$ cat src/inc/aps_consts.svh
// offsets, field positions and reset values of the flag and power registers
`ifndef APS_CONSTS_SVH
`define APS_CONSTS_SVH

`define APS_GAIN_W 8
`define APS_OFS_FLAGS 8'h24
`define APS_OFS_PWR 8'h25
`define APS_FLAGS_RST 8'h00
`define APS_PWR_RST 8'h00

`define APS_BIT_L_SETTLED 7
`define APS_BIT_L_ADC_ON 6
`define APS_BIT_L_QUIET 5
`define APS_BIT_L_SAT 4
`define APS_BIT_R_SETTLED 3
`define APS_BIT_R_ADC_ON 2
`define APS_BIT_R_QUIET 1
`define APS_BIT_R_SAT 0

`define APS_BIT_L_DAC 7
`define APS_BIT_R_DAC 6
`define APS_HPCOM_HI 5
`define APS_HPCOM_LO 4
`define APS_PWR_RW_MASK 8'hF0

`endif

$ cat src/inc/aps_pkg.sv
// types shared by the flag and power register block
`include "aps_consts.svh"

package aps_pkg;

  typedef logic [`APS_GAIN_W-1:0] aps_gain_t;

  // per-channel record path state seen by the flag register
  typedef struct packed {
    aps_gain_t appliedGain;
    aps_gain_t programmedGain;
    aps_gain_t maxGain;
    logic adcPowered;
    logic belowNoise;
  } aps_chan_s;

  // host register access
  typedef struct packed {
    logic [7:0] addr;
    logic wr;
    logic rd;
    logic [7:0] wdata;
  } aps_req_s;

  typedef struct packed {
    logic [7:0] flags;
    logic [7:0] pwr;
    logic [7:0] rdata;
    logic rdValid;
  } aps_state_s;

endpackage

$ cat src/rtl/aps_regs.sv
// flag register and DAC power register of the record path
//
// Contract
// - bits 7 and 3 of the flag register read 1 exactly when applied gain equals programmed gain.
// - bits 6 and 2 show whether the left and right ADC are powered up.
// - bits 5 and 1 read 1 when signal power is below the noise threshold.
// - bits 4 and 0 read 1 when the applied gain equals the channel's maximum allowed gain.
// - all eight flags sit in the read-only register at index 36 and clear to 0 on reset.
// - bit 7 of register 37 is read-write, resets to 0 and powers the left DAC up when 1.
// - bit 6 of register 37 is read-write, resets to 0 and powers the right DAC up when 1.
`timescale 1ns/1ps
`include "aps_consts.svh"

module aps_regs
  import aps_pkg::*;
#(
  parameter int ADDR_W = 8
) (
  input wire logic clk,
  input wire logic sys_rst,
  input wire aps_chan_s chanLeft,
  input wire aps_chan_s chanRight,
  input wire aps_req_s req,
  output logic [7:0] rdata,
  output logic rdValid,
  output logic leftDacPowerUp,
  output logic rightDacPowerUp,
  output logic [1:0] hpComMode
);

  if (ADDR_W != 8) begin : g_chk
    $error("aps_regs: ADDR_W must be 8");
  end

  aps_state_s state_reg;
  aps_state_s state_next;
  wire logic [7:0] flagsNow;
  aps_chan_s [1:0] chans;
  localparam int CH_STRIDE = `APS_BIT_L_SETTLED - `APS_BIT_R_SETTLED;

  ////////////////////////////////////////////////////////////////////////
  // flag computation

  // index 1 carries the left channel, index 0 the right one
  assign chans = {chanLeft, chanRight};

  for (genvar ch = 0; ch < 2; ch++) begin : g_chan
    assign flagsNow[`APS_BIT_R_SETTLED + CH_STRIDE * ch] =
      chans[ch].appliedGain == chans[ch].programmedGain;
    assign flagsNow[`APS_BIT_R_ADC_ON + CH_STRIDE * ch] = chans[ch].adcPowered;
    assign flagsNow[`APS_BIT_R_QUIET + CH_STRIDE * ch] = chans[ch].belowNoise;
    assign flagsNow[`APS_BIT_R_SAT + CH_STRIDE * ch] =
      chans[ch].appliedGain == chans[ch].maxGain;
  end

  ////////////////////////////////////////////////////////////////////////
  // register state

  always_comb begin
    state_next = state_reg;
    state_next.rdValid = 1'b0;
    // flags follow converter state only; host data never reaches them
    state_next.flags = flagsNow;
    if (req.wr && req.addr == `APS_OFS_PWR) begin
      // low nibble is reserved and stays zero
      state_next.pwr = req.wdata & `APS_PWR_RW_MASK;
    end
    if (req.rd) begin
      state_next.rdValid = 1'b1;
      case (req.addr)
        `APS_OFS_FLAGS: state_next.rdata = state_reg.flags;
        `APS_OFS_PWR: state_next.rdata = state_reg.pwr;
        default: state_next.rdata = 8'h00;
      endcase
    end
  end

  always_ff @(posedge clk) begin
    if (sys_rst) begin
      state_reg.flags <= `APS_FLAGS_RST;
      state_reg.pwr <= `APS_PWR_RST;
      state_reg.rdata <= 8'h00;
      state_reg.rdValid <= 1'b0;
    end else begin
      state_reg <= state_next;
    end
  end

  assign rdata = state_reg.rdata;
  assign rdValid = state_reg.rdValid;
  assign leftDacPowerUp = state_reg.pwr[`APS_BIT_L_DAC];
  assign rightDacPowerUp = state_reg.pwr[`APS_BIT_R_DAC];
  assign hpComMode = state_reg.pwr[`APS_HPCOM_HI:`APS_HPCOM_LO];

  ////////////////////////////////////////////////////////////////////////
  // checks

  a_settled_flag: assert property (@(posedge clk) disable iff (sys_rst)
    ##1 $past(chanLeft.appliedGain != chanLeft.programmedGain)
    |-> !state_reg.flags[`APS_BIT_L_SETTLED] || $past(sys_rst))
    else $error("left settled flag set while gains differ");

  a_settled_right: assert property (@(posedge clk) disable iff (sys_rst)
    !sys_rst && (chanRight.appliedGain == chanRight.programmedGain)
    |=> state_reg.flags[`APS_BIT_R_SETTLED])
    else $error("right settled flag missing");

  a_adc_power: assert property (@(posedge clk) disable iff (sys_rst)
    !sys_rst |=> state_reg.flags[`APS_BIT_L_ADC_ON] == $past(chanLeft.adcPowered)
      && state_reg.flags[`APS_BIT_R_ADC_ON] == $past(chanRight.adcPowered))
    else $error("adc power flag does not follow converter");

  a_noise_detect: assert property (@(posedge clk) disable iff (sys_rst)
    !sys_rst |=> state_reg.flags[`APS_BIT_L_QUIET] == $past(chanLeft.belowNoise)
      && state_reg.flags[`APS_BIT_R_QUIET] == $past(chanRight.belowNoise))
    else $error("signal detection flag wrong");

  a_sat_flag: assert property (@(posedge clk) disable iff (sys_rst)
    !sys_rst
    |=> state_reg.flags[`APS_BIT_L_SAT] == $past(chanLeft.appliedGain == chanLeft.maxGain)
      && state_reg.flags[`APS_BIT_R_SAT] == $past(chanRight.appliedGain == chanRight.maxGain))
    else $error("saturation flag wrong");

  a_reset_clear: assert property (@(posedge clk)
    sys_rst |=> state_reg.flags == 8'h00 && state_reg.pwr == 8'h00)
    else $error("registers not cleared by reset");

  a_flag_read: assert property (@(posedge clk) disable iff (sys_rst)
    req.rd && req.addr == `APS_OFS_FLAGS |=> rdValid && rdata == $past(state_reg.flags))
    else $error("flag read returns wrong data");

  a_left_dac: assert property (@(posedge clk) disable iff (sys_rst)
    req.wr && req.addr == `APS_OFS_PWR |=> leftDacPowerUp == $past(req.wdata[`APS_BIT_L_DAC]))
    else $error("left dac power bit not written");

  a_right_dac: assert property (@(posedge clk) disable iff (sys_rst)
    req.wr && req.addr == `APS_OFS_PWR |=> rightDacPowerUp == $past(req.wdata[`APS_BIT_R_DAC]))
    else $error("right dac power bit not written");

  a_pwr_hold: assert property (@(posedge clk) disable iff (sys_rst)
    !sys_rst && !(req.wr && req.addr == `APS_OFS_PWR) |=> $stable(state_reg.pwr))
    else $error("power register changed without a write");

  a_ro_write: assert property (@(posedge clk) disable iff (sys_rst)
    req.wr && req.addr == `APS_OFS_FLAGS |=> state_reg.flags == $past(flagsNow))
    else $error("write reached the flag register");

  ////////////////////////////////////////////////////////////////////////
  // checks: single flag bits

  a_settled_left: assert property (@(posedge clk) disable iff (sys_rst)
    !sys_rst && chanLeft.appliedGain == chanLeft.programmedGain
    |=> state_reg.flags[`APS_BIT_L_SETTLED])
    else $error("left settled flag missing");

  a_settled_clear: assert property (@(posedge clk) disable iff (sys_rst)
    !sys_rst && chanRight.appliedGain != chanRight.programmedGain
    |=> !state_reg.flags[`APS_BIT_R_SETTLED])
    else $error("right settled flag set while gains differ");

  a_adc_clear: assert property (@(posedge clk) disable iff (sys_rst)
    !sys_rst && !chanRight.adcPowered
    |=> !state_reg.flags[`APS_BIT_R_ADC_ON])
    else $error("right adc flag set while converter is down");

  a_quiet_set: assert property (@(posedge clk) disable iff (sys_rst)
    !sys_rst && chanLeft.belowNoise
    |=> state_reg.flags[`APS_BIT_L_QUIET])
    else $error("left quiet flag missing");

  a_sat_set: assert property (@(posedge clk) disable iff (sys_rst)
    !sys_rst && chanRight.appliedGain == chanRight.maxGain
    |=> state_reg.flags[`APS_BIT_R_SAT])
    else $error("right saturation flag missing");

  a_sat_clear: assert property (@(posedge clk) disable iff (sys_rst)
    !sys_rst && chanLeft.appliedGain != chanLeft.maxGain
    |=> !state_reg.flags[`APS_BIT_L_SAT])
    else $error("left saturation flag set below maximum gain");

  ////////////////////////////////////////////////////////////////////////
  // checks: host port and power register

  a_flag_port: assert property (@(posedge clk) disable iff (sys_rst)
    !sys_rst && !$past(sys_rst) && req.rd && req.addr == `APS_OFS_FLAGS
    |=> rdata == $past(flagsNow, 2))
    else $error("flag read does not match the record path");

  a_read_valid: assert property (@(posedge clk) disable iff (sys_rst)
    !sys_rst && req.rd
    |=> rdValid)
    else $error("read strobe not answered");

  a_valid_pulse: assert property (@(posedge clk) disable iff (sys_rst)
    !sys_rst && !req.rd
    |=> !rdValid)
    else $error("read valid without a read strobe");

  a_rdata_hold: assert property (@(posedge clk) disable iff (sys_rst)
    !sys_rst && !req.rd
    |=> $stable(rdata))
    else $error("read data changed without a read");

  a_pwr_read: assert property (@(posedge clk) disable iff (sys_rst)
    !sys_rst && req.rd && req.addr == `APS_OFS_PWR
    |=> rdValid && rdata == $past(state_reg.pwr))
    else $error("power register read returns wrong data");

  a_reserved_zero: assert property (@(posedge clk) disable iff (sys_rst)
    !sys_rst
    |=> (state_reg.pwr & ~(`APS_PWR_RW_MASK)) == 8'h00)
    else $error("reserved power bits not zero");

  a_dac_hold: assert property (@(posedge clk) disable iff (sys_rst)
    !sys_rst && !req.wr
    |=> $stable(leftDacPowerUp) && $stable(rightDacPowerUp))
    else $error("dac power changed without a write");

  a_reset_outputs: assert property (@(posedge clk)
    sys_rst
    |=> !rdValid && rdata == 8'h00 && !leftDacPowerUp && !rightDacPowerUp && hpComMode == 2'h0)
    else $error("outputs not cleared by reset");

endmodule

$ cat config.mk
export PLATFORM = sky130hd
export DESIGN_NAME = aps_regs
export DESIGN_NICKNAME = d
export VERILOG_FILES = /design/src/inc/aps_pkg.sv /design/src/rtl/aps_regs.sv
export VERILOG_INCLUDE_DIRS = /design/src /design/src/inc
export SDC_FILE = /design/constraint.sdc
export NUM_CORES = 1
export LEC_CHECK = 0
export BUFFER_PORTS_ARGS = -buffer_cell sky130_fd_sc_hd__buf_2
export CAP_MARGIN = 20
export CORE_MARGIN = 2
export CORE_UTILIZATION = 30
export CTS_CLUSTER_SIZE = 40
export DETAILED_ROUTE_END_ITERATION = 10
export REMOVE_ABC_BUFFERS = 1
export SYNTH_ARGS = -nofsm -noshare
export SYNTH_HDL_FRONTEND = slang
export SYNTH_SLANG_ARGS = --single-unit
$ cat constraint.sdc
create_clock -name clk -period 1.43 [get_ports clk]
set_clock_uncertainty 0.2 [all_clocks]
set_input_delay 0.143 -clock clk [delete_from_list [all_inputs] [get_ports clk]]
set_output_delay 0.143 -clock clk [all_outputs]
set_load 0.02 [all_outputs]
==> summary.md <==
| Metric | Value |
|---|---|
| Worst-margin pin slew | `0.437 ns` |
| Minimum clock period | `1.32 ns` |
| Synth-to-layout area growth | `55.2%` |
| FILL cells | `399` |
| Total CTS buffers | `3` |
| Critical Path RT | `1.39 ns` |
| Placer congestion estimate | `0.704` |
| Most common cell after layout, fill and taps aside | `buf_2` |
| Starting Density | `0.315` |
| CTS max path bufs | `2` |
| TritonCTS clock tree | `yes` |
| Leakage | `0.827 nW` |
| RSZ-0062 raised after global routing | `false` |
| RR Startpoint | `hpComMode[1]` |
| HPWL Detailed | `2340 um` |
| Worst Hold Path EP | `state_reg[17]` |
| DRT antenna net count | `0` |
| Xor and xnor area share after synthesis | `0.221` |
| Pre-CTS WS | `-0.0943 ns` |
| Setup-failing EPs final | `0` |
| Antenna violations before repair | `0` |
| Register area share after synthesis | `0.331` |
| Die W | `69.0 um` |
| Max-cap violation count | `0` |
| Critical path fanouts, max | `1` |
| #FFs+latches synth | `21` |
| Total GRT Usage | `0.140` |
| Worst-skew pair later-pin latency | `0.25 ns` |
| FF-to-FF setup slack | `0.44 ns` |
| Pwr Total | `1.32 mW` |
| Setup Buffers After CTS | `0` |
| Drt total wl | `3300 um` |
| Max stage delay on crit path | `0.55 ns` |
| Layout cells sized above 1 | `0.414` |
| Pin count of the biggest net entering global routing | `22` |
| Rel. slew slack | `0.708` |
| Hold depth | `4` |
| Worst EP arrival | `1.29 ns` |
| Most frequent cells in the layout | `buf_2 (80), xnor2_1 (28), dlygate4sd3_1 (26), dfxtp_1 (21)` |
| Wire length of the first global-routing pass | `5500 um` |
| Worst-path cell chain | `dlygate4sd3_1 > buf_2 > xnor2_1 > nand3_1 > nor4_1` |
| Post-synthesis compound-gate area fraction | `0.0927` |
| Inserted Diodes | `0` |
| First DRT Iteration DRCs | `61` |
| Vias per cell | `4.55` |
| Cells after synthesis | `132` |
| Period utilization | `0.926` |
| Synth Area in Simple Gates | `0.248` |
| Mapped Area | `1270 sq um` |
| Hold Startpoint | `chanRight[7]` |
| Max Clk Rate | `0.755 GHz` |
| Die footprint | `4770 sq um` |
| Vias post-DR | `1,284` |
| Synth Area per Inst | `9.61 sq um` |
| I/O Buffers | `80` |
| Failing checks | `negative hold slack` |
| Placeable Area | `4030 sq um` |
| Crit end category | `register` |
| Worst-path clk slew | `0.07 ns` |
| Multiplexer area fraction after synthesis | `0` |
| Depth of the CTS H-tree | `1` |
| Setup ws final | `0.105 ns` |
| Max VDD drop | `0.274 mV` |
| Main combinational cell family by area after synthesis | `simple AND/OR/NAND/NOR gates` |
| Remaining global-route overflow | `0` |
| DRC viols | `0` |
| Final max-slew violation count | `0` |
| CTS root buffer | `clkbuf_8` |
| Post-layout nets | `305` |
| Post-synthesis adder-cell area fraction | `0` |
| Crit start category | `input pin` |
| Drt pass-1 iters | `4` |
| Die Y | `69.0 um` |
| WHS | `-0.00457 ns` |
| Number of global-route vias before repair | `1,318` |
| Final Hold Viols | `1` |
| P per Cell Area | `672 nW/um^2` |
| Crit path kind | `in -> reg` |
| Hold Crit Class | `in -> reg` |
| Clock Sinks | `21` |
| Cell Rows | `23` |
| Yosys warning count | `0` |
| Reg2reg path depth | `2` |
| Crit path max-delay cell type | `dlygate4sd3_1` |
| Result of the run | `finished with violations` |
| Wirelength per Cell | `11.7 um` |
| Reg2reg end | `rdata[5]` |
| Library cells used by synthesis | `24` |
| Boundary pin count | `85` |
[timing repair]
action	CTS	global route
gates resized for setup	0	1
hold endpoints to repair	12	0
hold buffers	26	0
endpoints found under the setup margin	0	1
[worst max-delay path, delay by kind of cell]
kind                      cells  cell delay, ns
xor gates and xnor gates      1            0.13
buffers and inverters         2            0.68
and+or+nand+nor               2            0.34
[metrics by stage]
step | utilization | instances | TNS, ns | cell area [sq um]
final | 0.489 | 282 | 0 | 1970
after global routing | 0.489 | 282 | 0 | 1970
after CTS | 0.487 | 282 | 0 | 1960
after detailed placement | 0.411 | 252 | -0.407 | 1660
after global placement | 0.411 | 252 | -0.252 | 1660
after floorplan | - | 116 | -0.485 | 1140
[power breakdown]
group	total, mW	switching (mW)	internal, mW
clock network	0.375	0.182	0.194
registers	0.602	0.00429	0.598
logic	0.346	0.141	0.206
[area by class of cell]
type | count | area, sq um | area share
sequential | 21 | 420 | 0.213
timing repair buffer | 112 | 718 | 0.365
clock buffer | 3 | 41.3 | 0.0210
multi-input combinational | 94 | 718 | 0.365
clock inverter | 1 | 5.00 | 0.00254
inverter | 1 | 3.75 | 0.00191
tap | 50 | 62.6 | 0.0318
[logic make-up (layout without fill, tap and decap cells)]
group                  after synthesis  after routing
buffers and inverters               17            117
flip-flops                          21             21
XOR/XNOR                            32             32
AND/OR/NAND/NOR                     46             46
AO/OA/AOI/OAI                       16             16
[worst max path at each step]
stage,startpoint,to,slack [ns],cells past startpoint
6_report,chanLeft[9],state_reg[21],0.11,5
4_1_cts,chanLeft[15],state_reg[24],0.1,5
3_5_place_dp,req[14],hpComMode[0],-0.09,4
2_1_floorplan,req[12],rdata[4],-0.14,3
3_3_place_gp,req[14],hpComMode[0],-0.06,4
5_1_grt,req[9],rightDacPowerUp,0.02,5
[metal layers]
layer | track usage | routed length [um] | vias to the layer above
met3 | 0.0161 | 135 | 10
met1 | 0.143 | 1280 | 566
met4 | 0.0719 | 102 | 0
met5 | 0 | 0 | -
li1 | - | - | 664
met2 | 0.274 | 1780 | 44
[synthesized netlist by cell type, drive strengths merged]
library cell | instances | share of area
xnor2 | 28 | 0.19
dfxtp | 21 | 0.33
buf | 12 | 0.077
nand3 | 12 | 0.047
nand4 | 12 | 0.059
a21oi | 8 | 0.032
nor2b | 5 | 0.025
a311oi | 4 | 0.037
nand2b | 4 | 0.020
nor2 | 4 | 0.012
nor4 | 4 | 0.020
o31ai | 4 | 0.024
xor2 | 4 | 0.028
clkbuf | 3 | 0.018
nor4b | 2 | 0.037
dlymetal6s2s | 1 | 0.0099
inv | 1 | 0.0030
nor4bb | 1 | 0.0079
or4b | 1 | 0.011
or4bb | 1 | 0.0089
Power figures use the tool's default switching activity.
